$ cat src/core/pcd_pkg.sv
package pcd_pkg;

  // Clock rate and timing figures
  localparam int CLK_HZ = 40_000_000;
  localparam int LATCH_TIMEOUT_US = 500;
  localparam int OFF_TIMEOUT_US = 500;
  localparam int LATCH_TIMEOUT_CYC = (LATCH_TIMEOUT_US * (CLK_HZ / 1_000_000));
  localparam int OFF_TIMEOUT_CYC = (OFF_TIMEOUT_US * (CLK_HZ / 1_000_000));

  // Code and level widths
  localparam int CODE_W = 5;
  localparam int PCT_W = 7;
  localparam int TMR_W = 16;
  localparam logic [CODE_W-1:0] CODE_FULL = 5'h00;
  localparam logic [PCT_W-1:0] PCT_FULL = 7'h64;
  localparam logic [CODE_W-1:0] CODE_STEP = 5'h01;
  localparam logic [TMR_W-1:0] TMR_ZERO = 16'h0000;
  localparam logic [TMR_W-1:0] TMR_ONE = 16'h0001;

  // Brightness table, index is code minus one (100% down to 2%)
  localparam logic [PCT_W-1:0] PCT_TABLE [32] = '{
    7'd100, 7'd97, 7'd94, 7'd90, 7'd87, 7'd84, 7'd81, 7'd77,
    7'd74, 7'd71, 7'd68, 7'd65, 7'd61, 7'd58, 7'd55, 7'd52,
    7'd48, 7'd45, 7'd42, 7'd39, 7'd35, 7'd32, 7'd29, 7'd26,
    7'd23, 7'd19, 7'd16, 7'd13, 7'd10, 7'd6, 7'd3, 7'd2};

  // Link states
  typedef enum logic [2:0] {
    PCD_OFF = 3'b001,
    PCD_BURST = 3'b010,
    PCD_HOLD = 3'b100
  } pcd_state_t;

  // Protection inputs grouped
  typedef struct packed {
    logic ovp_high;
    logic ovp_low;
    logic temp_high;
    logic temp_cool;
  } pcd_prot_t;

endpackage

$ cat src/core/pcd_timer.sv
`timescale 1ns/1ps
// Down counter that restarts on load and flags expiry once
module pcd_timer import pcd_pkg::*; (
  input wire logic clk_i,
  input wire logic rst_n_i,
  input wire logic ce_i,
  input wire logic load_i,
  input wire logic run_i,
  input wire logic [TMR_W-1:0] count_i,
  output logic expired_o
);
  logic [TMR_W-1:0] cnt_r;
  wire logic at_one = (cnt_r == TMR_ONE);

  // Counter, load has priority over counting
  always_ff @(posedge clk_i or negedge rst_n_i) begin
    if (!rst_n_i) begin
      cnt_r <= TMR_ZERO;
      expired_o <= 1'b0;
    end else if (ce_i) begin
      expired_o <= 1'b0;
      if (load_i) begin
        cnt_r <= count_i;
      end else if (run_i && cnt_r != TMR_ZERO) begin
        cnt_r <= cnt_r - TMR_ONE;
        expired_o <= at_one;
      end
    end
  end
endmodule // pcd_timer

$ cat src/core/pcd_ctrl.sv
`timescale 1ns/1ps
// Contract
// - Count rising edges into 32 levels
// - Count one full scale, thirty-two two percent
// - Edge counter wraps modulo 32
// - Accept 1MHz edges, hide intermediate counts
// - First edge enables, full scale after timeout
// - Low for off timeout disables switching
// - Every edge restarts latch timing
// - Code maps to table percentages
// - Over-temperature stops switch, hysteretic recovery
// - Over-voltage stops switching until lower threshold
module pcd_ctrl import pcd_pkg::*; (
  // Clock, reset, enable
  input wire logic CLK_I,
  input wire logic RESETN_I,
  input wire logic CE_I,
  // Control wire from host
  input wire logic CTRL_WIRE_I,
  // Analog comparator flags
  input wire pcd_prot_t PROT_I,
  // Converter control
  output logic ENABLE_O,
  output logic SWITCH_EN_O,
  output logic [PCT_W-1:0] LEVEL_PCT_O,
  output logic [CODE_W-1:0] CODE_O
);

  ////////////////////////////////////////////////////////////////////////////
  // Input synchroniser
  logic sync1_r; // First stage, read only by second
  logic sync2_r;
  logic prev_r;  // Previous sampled level for edge detect

  // Two-flop synchroniser and edge history
  always_ff @(posedge CLK_I or negedge RESETN_I) begin
    if (!RESETN_I) begin
      sync1_r <= 1'b0;
      sync2_r <= 1'b0;
      prev_r <= 1'b0;
    end else if (CE_I) begin
      sync1_r <= CTRL_WIRE_I;
      sync2_r <= sync1_r;
      prev_r <= sync2_r;
    end
  end

  // Rising edge of the cleaned wire; at 40MHz a 100ns high is 4 samples
  wire logic rise = sync2_r & ~prev_r;
  wire logic wire_low = ~sync2_r;

  ////////////////////////////////////////////////////////////////////////////
  // Timers
  logic lat_exp;
  logic off_exp;
  pcd_state_t state_r, state_nxt;

  // Latch timer reloads on every edge
  pcd_timer u_lat (
    .clk_i(CLK_I),
    .rst_n_i(RESETN_I),
    .ce_i(CE_I),
    .load_i(rise),
    .run_i(state_r == PCD_BURST),
    .count_i(TMR_W'(LATCH_TIMEOUT_CYC)),
    .expired_o(lat_exp)
  );

  // Off timer reloads whenever the wire is high
  pcd_timer u_off (
    .clk_i(CLK_I),
    .rst_n_i(RESETN_I),
    .ce_i(CE_I),
    .load_i(sync2_r),
    .run_i(wire_low && state_r != PCD_OFF),
    .count_i(TMR_W'(OFF_TIMEOUT_CYC)),
    .expired_o(off_exp)
  );

  ////////////////////////////////////////////////////////////////////////////
  // Edge counter and state
  logic [CODE_W-1:0] cnt_r;   // Running count minus one
  logic [CODE_W-1:0] cnt_nxt;
  logic [CODE_W-1:0] code_nxt;

  // Latch only on a cycle with no edge; an edge landing on expiry must restart timing
  wire logic latch_now = lat_exp && !rise && (state_r == PCD_BURST);

  // First edge after off starts at code 1, later edges step and wrap at 32
  assign cnt_nxt = (state_r == PCD_OFF) ? CODE_FULL : cnt_r + CODE_STEP;

  // State transitions
  always_comb begin
    state_nxt = state_r;
    case (state_r)
      PCD_OFF: begin
        if (rise) state_nxt = PCD_BURST;
      end
      PCD_BURST: begin
        if (off_exp) state_nxt = PCD_OFF;
        else if (latch_now) state_nxt = PCD_HOLD;
      end
      PCD_HOLD: begin
        if (off_exp) state_nxt = PCD_OFF;
        else if (rise) state_nxt = PCD_BURST;
      end
      default: state_nxt = PCD_OFF;
    endcase
  end

  // Applied code only changes when the latch timer runs out
  assign code_nxt = latch_now ? cnt_r : CODE_O;

  // Protection gating, each flag hysteretic
  logic ovp_r;
  logic otp_r;
  wire logic ovp_nxt = PROT_I.ovp_high ? 1'b1 : (PROT_I.ovp_low ? 1'b0 : ovp_r);
  wire logic otp_nxt = PROT_I.temp_high ? 1'b1 : (PROT_I.temp_cool ? 1'b0 : otp_r);
  wire logic en_nxt = (state_nxt != PCD_OFF);

  // Main registers
  always_ff @(posedge CLK_I or negedge RESETN_I) begin
    if (!RESETN_I) begin
      state_r <= PCD_OFF;
      cnt_r <= CODE_FULL;
      CODE_O <= CODE_FULL;
      LEVEL_PCT_O <= PCT_FULL;
      ENABLE_O <= 1'b0;
      SWITCH_EN_O <= 1'b0;
      ovp_r <= 1'b0;
      otp_r <= 1'b0;
    end else if (CE_I) begin
      state_r <= state_nxt;
      if (rise) cnt_r <= cnt_nxt;
      CODE_O <= code_nxt;
      LEVEL_PCT_O <= PCT_TABLE[code_nxt];
      ENABLE_O <= en_nxt;
      SWITCH_EN_O <= en_nxt && !ovp_nxt && !otp_nxt;
      ovp_r <= ovp_nxt;
      otp_r <= otp_nxt;
    end
  end

  ////////////////////////////////////////////////////////////////////////////
  // Assertions
  // Cycles since the last detected edge, saturating; checks latch timing independently
  logic [TMR_W-1:0] quiet_r;
  wire logic quiet_max = (quiet_r == TMR_W'(LATCH_TIMEOUT_CYC));
  always_ff @(posedge CLK_I or negedge RESETN_I) begin
    if (!RESETN_I) begin
      quiet_r <= TMR_ZERO;
    end else if (CE_I) begin
      if (rise) quiet_r <= TMR_ZERO;
      else if (!quiet_max) quiet_r <= quiet_r + TMR_ONE;
    end
  end
endmodule // pcd_ctrl

$ cat config.mk
export PLATFORM = sky130hd
export DESIGN_NAME = pcd_ctrl
export DESIGN_NICKNAME = d
export VERILOG_FILES = /design/src/core/pcd_pkg.sv /design/src/core/pcd_timer.sv /design/src/core/pcd_ctrl.sv
export SDC_FILE = /design/constraint.sdc
export NUM_CORES = 1
export LEC_CHECK = 0
export BUFFER_PORTS_ARGS = -buffer_cell sky130_fd_sc_hd__buf_2
export CAP_MARGIN = 25
export CORE_UTILIZATION = 47
export DETAILED_ROUTE_END_ITERATION = 12
export PLACE_DENSITY = 0.69
export REMOVE_ABC_BUFFERS = 1
export SETUP_SLACK_MARGIN = 0.15
export SYNTH_ARGS = -nofsm -noshare
export SYNTH_HDL_FRONTEND = slang
export SYNTH_SLANG_ARGS = --single-unit
$ cat constraint.sdc
create_clock -name CLK_I -period 3.65 [get_ports CLK_I]
set_input_delay 1.095 -clock CLK_I [delete_from_list [all_inputs] [get_ports CLK_I]]
set_output_delay 1.095 -clock CLK_I [all_outputs]
set_load 0.02 [all_outputs]
==> reports/results.tsv, run 1 <==
metric	value	unit
#FFs+latches synth	61	
WL final	9.16	mm
Mapped Area	0.00393	mm^2
overall routing resource usage	0.227	
area leader, netlist	dfrtp_1	
DR DRC count	0	
static leakage	0.00174	uW
Rows	32	
max_cap viols	0	
synthesized area per cell	8.96	um^2
Synth area leaders	dfrtp_1 (36%), nand2_1 (3.6%), ha_1 (3.5%), nor2_1 (3.4%), o21ai_0 (3.4%)	
DR iter-0 viols	175	
CTS Buffer Depth	2	
final slew viol count	0	
core footprint	0.00789	mm^2
antenna violations before repair	0	
top-count cell post-synth	dfrtp_1	
CTS root buffer	clkbuf_8	
layout cells sized above 1	0.136	
Post-DRT Antenna Nets	0	
wire per inst	16.6	um
Hold Fails Final Rpt	0	
CP cell instances	nand2b_1 > nand3_1 > a21oi_1 > inv_1 > ha_1 > a211oi_1 > a211oi_1 > o32ai_1 > a21oi_1	
Post CTS Setup Buffer Count	0	
area grow syn2layout	8.72	%
clk slew on worst S/H paths	0.07	ns
number of fill cells	722	
TritonCTS clock tree	yes	
Post-DP HPWL	6.20	mm
slowest cell on the critical path	dfrtp_1	
Inst Count DP	537	
asr flop ratio synth	1.00	
Clk pwr share	0.263	
FF+latch area	0.00153	mm^2
Worst-Margin Slew	0.761	ns
top_reg_cell synth	dfrtp_1	
Vias/cell	6.10	
Pre-antenna DRT Iters	5	
Post-DP Area	0.00406	mm^2
Synth Warn #	0	
ANT cells	0	
register share of total power	0.427	
Cells after Synth	439	
register area share after synthesis	0.390	
H-tree depth	3	
VDD IR-drop max	0.314	mV
number of synthesized flops with an enable pin	0	
Worst Path Max Fanout	11	
nets@finish	465	
CP required	3.88	ns
Vias	3366	
largest net degree at the start of global routing	37	
CTS buffer count	9	
sw frac	0.389	
crit start category	flip-flop	
worst hold path class	flip-flop to flip-flop	
top cell type's share of synthesized area	0.363	
clk sinks	61	
Net Sw Power	983	uW
# IOs	22	
PortBufs	21	
Sum Neg Setup Slack	0	ns
multi-input logic area	0.00220	mm^2
P per Cell Area	591	mW/mm^2
top cells by count, synth	dfrtp_1 (57), nand2_1 (38), nor2_1 (36), o21ai_0 (27), a21oi_1 (20)	
Comb power frac	0.310	
CP peak stage delay	0.50	ns
Max Fclk	325	MHz
Die X-Extent	93.5	um
Post-CTS Resized	0	
GR Overflow Total	0	
post-route minimum period	3.08	ns
RSZ-0062 raised after global routing	no	
die area	0.00873	mm^2
status	finished, final reports clean	
worst skew pair latency	0.35	ns
kind of critical path	flip-flop to flip-flop	
# hold bufs at CTS	0	
first-pass GRT wire length	15.5	mm
worst hold slack	0.484	ns
final instance area	0.00427	mm^2
# setup viols final	0	
vias in the first global route	3140	
Tcrit/Tclk final	0.843	
Die H	93.5	um
endpoint class of the critical path	flip-flop	
max_slew headroom	0.491	
count of cell types in the netlist	71	
crit path DAT	3.31	ns
Initial Util	0.498	
GP Congestion	0.932	
clk_skew	0.0117	ns
non-filler cells in the finished layout	552	
Int Power	1540	uW
## power groups by stage
stage / Clock, uW / Sequential, uW / Combinational [uW]
2_1_floorplan: 0 / 1060 / 553
3_3_place_gp: 0 / 1080 / 760
3_5_place_dp: 0 / 1080 / 777
4_1_cts: 676 / 1070 / 781
5_1_grt: 715 / 1110 / 883
6_report: 664 / 1080 / 785
## worst paths after layout
kind,startpoint,endpoint,slack (ns),cells after the start
worst max-delay path,sync2_r,LEVEL_PCT_O[3],0.57,9
worst min-delay path,SWITCH_EN_O,SWITCH_EN_O,0.48,1
worst max register to register,sync2_r,LEVEL_PCT_O[3],0.57,9
worst min register to register,SWITCH_EN_O,SWITCH_EN_O,0.48,1
max in group asynchronous,RESETN_I,LEVEL_PCT_O[5],2.26,2
min in group asynchronous,RESETN_I,LEVEL_PCT_O[3],0.67,1
## critical path, delay by kind of cell (launching register included)
| family | cells | cell delay (ns) |
|---|---|---|
| adders and majority gates | 1 | 0.29 |
| DFF | 1 | 0.50 |
| AOI/OAI and AO/OA | 5 | 1.23 |
| and+or+nand+nor | 2 | 0.79 |
| buffers and inverters | 1 | 0.15 |
## cells by family (layout without fill, tap and decap cells)
kind of cell               count (synthesis)  count (layout)  synth area share
AOI/OAI and AO/OA                        118             118             0.207
xor gates and xnor gates                  18              18            0.0401
adders and majority gates                 13              13            0.0401
buffers and inverters                     47              58            0.0519
DFF                                       61              61             0.390
muxes                                     16              16            0.0433
and+or+nand+nor                          166             166             0.228
## flip-flops by register name, indices dropped and copies added (netlist names)
signal,count
LEVEL_PCT_O,7
CODE_O,5
SWITCH_EN_O,1
state_r,3
u_lat.cnt_r,16
otp_r,1
u_lat.expired_o,1
u_off.cnt_r,16
ovp_r,1
u_off.expired_o,1
sync2_r,1
cnt_r,5
prev_r,1
sync1_r,1
ENABLE_O,1
## per-layer routing
layer / GRT usage / vias to the layer above / part of all wire
met5: 0 / - / 0
met4: 0.0936 / 0 / 0.016
met3: 0.0496 / 14 / 0.056
met2: 0.355 / 112 / 0.47
met1: 0.304 / 1617 / 0.46
li1: - / 1623 / -
## area by class of cell
type / instances / area share
clock buffers: 10 / 0.0322
multi-input cells: 331 / 0.514
repair buffers: 26 / 0.0334
flip-flops and latches: 61 / 0.358
inverters: 17 / 0.0149
clock inverters: 5 / 0.0176
well taps: 102 / 0.0299
## placed cells by master (no fill, tap or decap), drive strengths merged, types with 5 or more instances in the layout
master / synthesis / final
dfrtp: 57 / 57
nand2: 38 / 38
nor2: 36 / 36
o21ai: 29 / 29
buf: 12 / 26
a21oi: 20 / 20
nand3: 19 / 19
inv: 16 / 16
xor2: 15 / 15
nor3: 15 / 15
mux2i: 11 / 11
ha: 11 / 11
clkbuf: 18 / 10
nor2b: 9 / 9
a31oi: 9 / 9
nor4: 9 / 9
nand4: 8 / 8
or3: 6 / 6
o211ai: 6 / 6
o2bb2ai: 5 / 5
or4: 5 / 5
mux2: 5 / 5
## metrics by stage
step / utilization / total power, uW / worst slack [ns]
after CTS: 0.542 / 2530 / 0.631
final: 0.542 / 2530 / 0.572
after global routing: 0.542 / 2700 / 0.322
after detailed placement: 0.515 / 1860 / 0.627
after global placement: 0.515 / 1840 / 0.778
after floorplan: - / 1610 / 0.746
(Power assumes the default switching activity.)
==> run 2, diff against run 1 <==
--- a/config.mk
+++ b/config.mk
@@ -9,7 +9,7 @@
 export CAP_MARGIN = 25
 export CORE_UTILIZATION = 47
 export DETAILED_ROUTE_END_ITERATION = 12
-export PLACE_DENSITY = 0.69
+export PLACE_DENSITY = 0.71
 export REMOVE_ABC_BUFFERS = 1
 export SETUP_SLACK_MARGIN = 0.15
 export SYNTH_ARGS = -nofsm -noshare
==> constraint.sdc (replaced) <==
create_clock -name CLK_I -period 2.6 [get_ports CLK_I]
set_input_delay 0.78 -clock CLK_I [delete_from_list [all_inputs] [get_ports CLK_I]]
set_output_delay 0.78 -clock CLK_I [all_outputs]
set_load 0.02 [all_outputs]
==> reports/results.tsv, run 2 (same netlist as run 1, synthesis figures left out) <==
metric	value	unit
status	finished, final reports clean	
Initial Util	0.498	
area grow syn2layout	13.4	%
RR Startpoint	state_r[2]	
Core Util, Final	0.565	
layout cells sized above 1	0.189	
CTS buffer count	9	
Worst-Margin Slew	0.676	ns
CTS Buffer Depth	2	
Vias	3530	
worst hold path class	primary input to async pin	
nets@finish	490	
ANT cells	0	
worst hold slack	0.310	ns
most frequent cells in the layout	dfrtp_1 (57), nand2_1 (38), nor2_1 (36), buf_4 (29), o21ai_0 (27)	
Vias/cell	6.11	
first-pass GRT wire length	15.5	mm
WL final	9.39	mm
R2R depth	6	
endpoint class of the critical path	flip-flop	
Hold Fails Final Rpt	0	
PortBufs	21	
crit path DAT	2.53	ns
Post-DP HPWL	6.55	mm
vias in the first global route	3216	
FF+latch area	0.00153	mm^2
RSZ-0062 raised after global routing	no	
static leakage	0.00185	uW
CP endpoint	LEVEL_PCT_O[4]	
flop-to-flop setup slack	0.26	ns
max_cap viols	0	
clk slew on worst S/H paths	0.07	ns
Die H	93.5	um
worst skew pair latency	0.33	ns
VDD IR-drop max	0.329	mV
post-route minimum period	2.34	ns
GR Overflow Total	0	
crit start category	flip-flop	
wire per inst	16.2	um
end of the worst register-to-register path	LEVEL_PCT_O[4]	
CP required	2.80	ns
Place WS	0.141	ns
TritonCTS clock tree	yes	
slowest cell on the critical path	mux2i_1	
crit path launch	state_r[2]	
kind of critical path	flip-flop to flip-flop	
Post-DRT Antenna Nets	0	
Worst Path Max Fanout	7	
# setup viols final	0	
# IOs	22	
clk_skew	0.0120	ns
multi-input logic area	0.00222	mm^2
Pre-antenna DRT Iters	5	
overall routing resource usage	0.224	
die area	0.00873	mm^2
final slew viol count	0	
antenna violations before repair	0	
DR DRC count	0	
clk sinks	61	
Power Total	3490	uW
H-tree depth	3	
CP cell instances	nor3b_4 > buf_4 > and3_1 > mux2i_1 > a311o_1 > a31oi_1	
core footprint	0.00789	mm^2
Die X-Extent	93.5	um
PnR worst setup slack	0.262	ns
commonest non-fill, non-tap cell in the layout	dfrtp_1	
Rows	32	
P per Cell Area	782	mW/mm^2
CP peak stage delay	0.64	ns
Tcrit/Tclk final	0.899	
CTS root buffer	clkbuf_8	
Largest regs	u_lat.cnt_r x16, u_off.cnt_r x16, LEVEL_PCT_O x7	
GP Congestion	0.928	
largest net degree at the start of global routing	54	
DR iter-0 viols	248	
number of fill cells	682	
Max Fclk	428	MHz
max_slew headroom	0.537	
[run 2: cell count changes in the layout (fill, tap and decap cells not counted), sizes merged]
cell	change
buf	+25
clkinv	+3
bufinv	-2
clkbuf	-1
clkinvlp	+1
[run 2: per-layer routing]
layer / share of wire / global-route usage / vias up
met4: 0.013 / 0.0744 / 0
met3: 0.059 / 0.0455 / 14
met5: 0 / 0 / -
li1: - / - / 1681
met2: 0.49 / 0.373 / 130
met1: 0.44 / 0.291 / 1705
[run 2: how the worst min path moves through the flow]
| stage | startpoint | end | slack [ns] | cells after the start |
|---|---|---|---|---|
| CTS | RESETN_I | CODE_O[4] | 0.31 | 1 |
| global placement | ENABLE_O | ENABLE_O | 0.47 | 1 |
| detailed placement | SWITCH_EN_O | SWITCH_EN_O | 0.48 | 1 |
| global route | RESETN_I | LEVEL_PCT_O[1] | 0.32 | 1 |
| finish | RESETN_I | cnt_r[0] | 0.31 | 1 |
| floorplan | prev_r | prev_r | 0.46 | 1 |
[run 2: timing repair]
| item | CTS | global route |
|---|---|---|
| gates resized for setup | 1 | 3 |
| hold buffers | 0 | 0 |
| pin swaps | 0 | 0 |
| endpoints found under the setup margin | 1 | 4 |
| setup buffers | 0 | 2 |
[run 2: through the flow]
stage | setup TNS [ns] | cell area, um^2 | cells
2_1_floorplan | -1.27 | 3790 | 409
3_3_place_gp | 0 | 4250 | 560
3_5_place_dp | 0 | 4250 | 560
4_1_cts | 0 | 4430 | 576
5_1_grt | 0 | 4460 | 578
6_report | 0 | 4460 | 578
[run 2: layout make-up]
| class | count | share of cell area |
|---|---|---|
| repair buffers | 51 | 0.0769 |
| well taps | 102 | 0.0286 |
| clock inverters | 7 | 0.0118 |
| clock buffers | 9 | 0.0278 |
| multi-input cells | 331 | 0.497 |
| inverters | 17 | 0.0143 |
| flip-flops and latches | 61 | 0.343 |
[run 2: critical path, delay by kind of cell, from the launching register on]
kind,cells,cell delay [ns]
AO/OA/AOI/OAI,2,0.35
buffers and inverters,1,0.17
flip-flops,1,0.42
multiplexers,1,0.64
AND/OR/NAND/NOR,2,0.62
[run 2: power by group]
part           switching (uW)  internal [uW]  leakage (uW)
Combinational             805            548       0.00103
Clock                     388            348     0.0000891
Sequential                239           1160      0.000729
==> run 3, diff against run 2 <==
--- a/config.mk
+++ b/config.mk
@@ -7,6 +7,7 @@
 export LEC_CHECK = 0
 export BUFFER_PORTS_ARGS = -buffer_cell sky130_fd_sc_hd__buf_2
 export CAP_MARGIN = 25
+export CORE_ASPECT_RATIO = 0.5
 export CORE_UTILIZATION = 47
 export DETAILED_ROUTE_END_ITERATION = 12
 export PLACE_DENSITY = 0.71
==> reports/results.tsv, run 3 (same netlist as run 1, synthesis figures left out) <==
metric	value	unit
VDD IR-drop max	0.360	mV
kind of critical path	flip-flop to flip-flop	
CP required	2.85	ns
clk sinks	61	
final slew viol count	0	
die area	0.00876	mm^2
static leakage	0.00187	uW
slowest cell on the critical path	dfstp_2	
CP cell instances	nor3b_4 > nand3_1 > mux2i_1 > buf_4 > buf_4 > ha_1 > nand3_1 > a311o_1 > a31oi_1	
Vias	3436	
Worst-Margin Slew	0.622	ns
RSZ-0062 raised after global routing	yes	
overall routing resource usage	0.220	
PortBufs	21	
ANT cells	0	
antenna violations before repair	0	
CTS buffer count	9	
# IOs	22	
Max Fclk	417	MHz
Post-DRT Antenna Nets	0	
Rows	23	
GR Overflow Total	0	
Hold Fails Final Rpt	0	
CTS root buffer	clkbuf_16	
max_slew headroom	0.582	
WL final	9.29	mm
crit start category	flip-flop	
clk slew on worst S/H paths	0.05	ns
Tcrit/Tclk final	0.922	
max_cap viols	0	
post-route minimum period	2.40	ns
# setup viols final	0	
TritonCTS clock tree	yes	
most frequent cells in the layout	dfrtp_1 (57), nand2_1 (38), nor2_1 (36), o21ai_0 (27), buf_4 (24)	
Metal-1 WL	4.39	mm
P per Cell Area	864	mW/mm^2
Vias/cell	5.89	
layout cells sized above 1	0.183	
DR DRC count	0	
worst skew pair latency	0.34	ns
area grow syn2layout	15.8	%
largest net degree at the start of global routing	62	
worst hold path class	primary input to async pin	
DR iter-0 viols	387	
GP Congestion	0.940	
Die X-Extent	131	um
Worst Path Max Fanout	6	
Place WS	0.233	ns
Max Used Layer	met4	
crit path DAT	2.64	ns
first-pass GRT wire length	15.1	mm
Pre-antenna DRT Iters	5	
H-tree depth	3	
CP peak stage delay	0.60	ns
endpoint class of the critical path	flip-flop	
core footprint	0.00806	mm^2
commonest non-fill, non-tap cell in the layout	dfrtp_1	
Largest regs	u_lat.cnt_r x16, u_off.cnt_r x16, LEVEL_PCT_O x7	
CTS Buffer Depth	2	
vias in the first global route	3115	
routed wl met2	4.24	mm
Post-DP HPWL	6.27	mm
status	finished, final reports clean	
Die H	66.7	um
Initial Util	0.488	
clk_skew	0.00752	ns
DR WL met3	464	um
nets@finish	485	
PnR worst setup slack	0.203	ns
worst hold slack	0.447	ns
wire per inst	15.9	um
-- run 3: changes by cell type in the layout (fill, tap and decap cells not counted) --
cell / delta
bufinv_16: +1
clkbuf_8: -8
buf_4: -5
nand3_1: +1
a211oi_2: +1
ha_2: +2
a211oi_1: -1
clkinv_4: -4
clkbuf_16: +9
clkinvlp_4: +2
ha_1: -1
nand3_2: -1
ha_4: -1
-- run 3: worst paths after layout --
path	from	to	slack [ns]	depth (start not counted)
setup / recovery	state_r[0]	LEVEL_PCT_O[4]	0.20	9
hold / removal	RESETN_I	CODE_O[3]	0.45	2
setup reg to reg	state_r[0]	LEVEL_PCT_O[4]	0.20	9
hold reg to reg	ENABLE_O	ENABLE_O	0.48	1
max in group asynchronous	RESETN_I	LEVEL_PCT_O[6]	1.84	2
min in group CLK_I	ENABLE_O	ENABLE_O	0.48	1
-- run 3: what timing repair did --
| action | 4_1_cts | 5_1_grt |
|---|---|---|
| setup endpoints to repair | 1 | 2 |
| pin swaps | 0 | 1 |
| setup buffers | 0 | 2 |
| gates resized for setup | 1 | 3 |
| hold buffers | 0 | 0 |
-- run 3: where the power goes --
group          internal, uW  switching [uW]  total (uW)
Combinational           534             772        1310
Sequential             1160             270        1430
Clock                   763             433        1200
-- run 3: critical path: cells and delay by family (launching register included) --
family                   cells  cell delay, ns
adder cells (fa/ha/maj)      1            0.24
buffers and inverters        2            0.26
AO/OA/AOI/OAI                2            0.56
AND/OR/NAND/NOR              3            0.38
multiplexers                 1            0.27
flip-flops                   1            0.60
-- run 3: final cells by class --
cell class	count	area (um^2)
multi-input cells	331	2210
clock inverters	6	62.6
well taps	112	140
clock buffers	10	239
flip-flops and latches	61	1530
inverters	17	63.8
fillers	714	3510
repair buffers	46	305
-- run 3: stage by stage --
stage	setup TNS (ns)	area [um^2]	cells	util	total power [uW]
finish	0	4550	583	0.565	3930
global route	0	4550	583	0.565	4170
CTS	0	4530	581	0.562	3920
detailed placement	0	4220	565	0.524	2690
global placement	0	4220	565	0.524	2660
floorplan	-1.27	3790	409	-	2260
-- run 3: routing by layer --
layer,global-route usage,vias up
li1,-,1676
met3,0.0624,22
met1,0.281,1641
met5,0,-
met2,0.351,97
met4,0.102,0
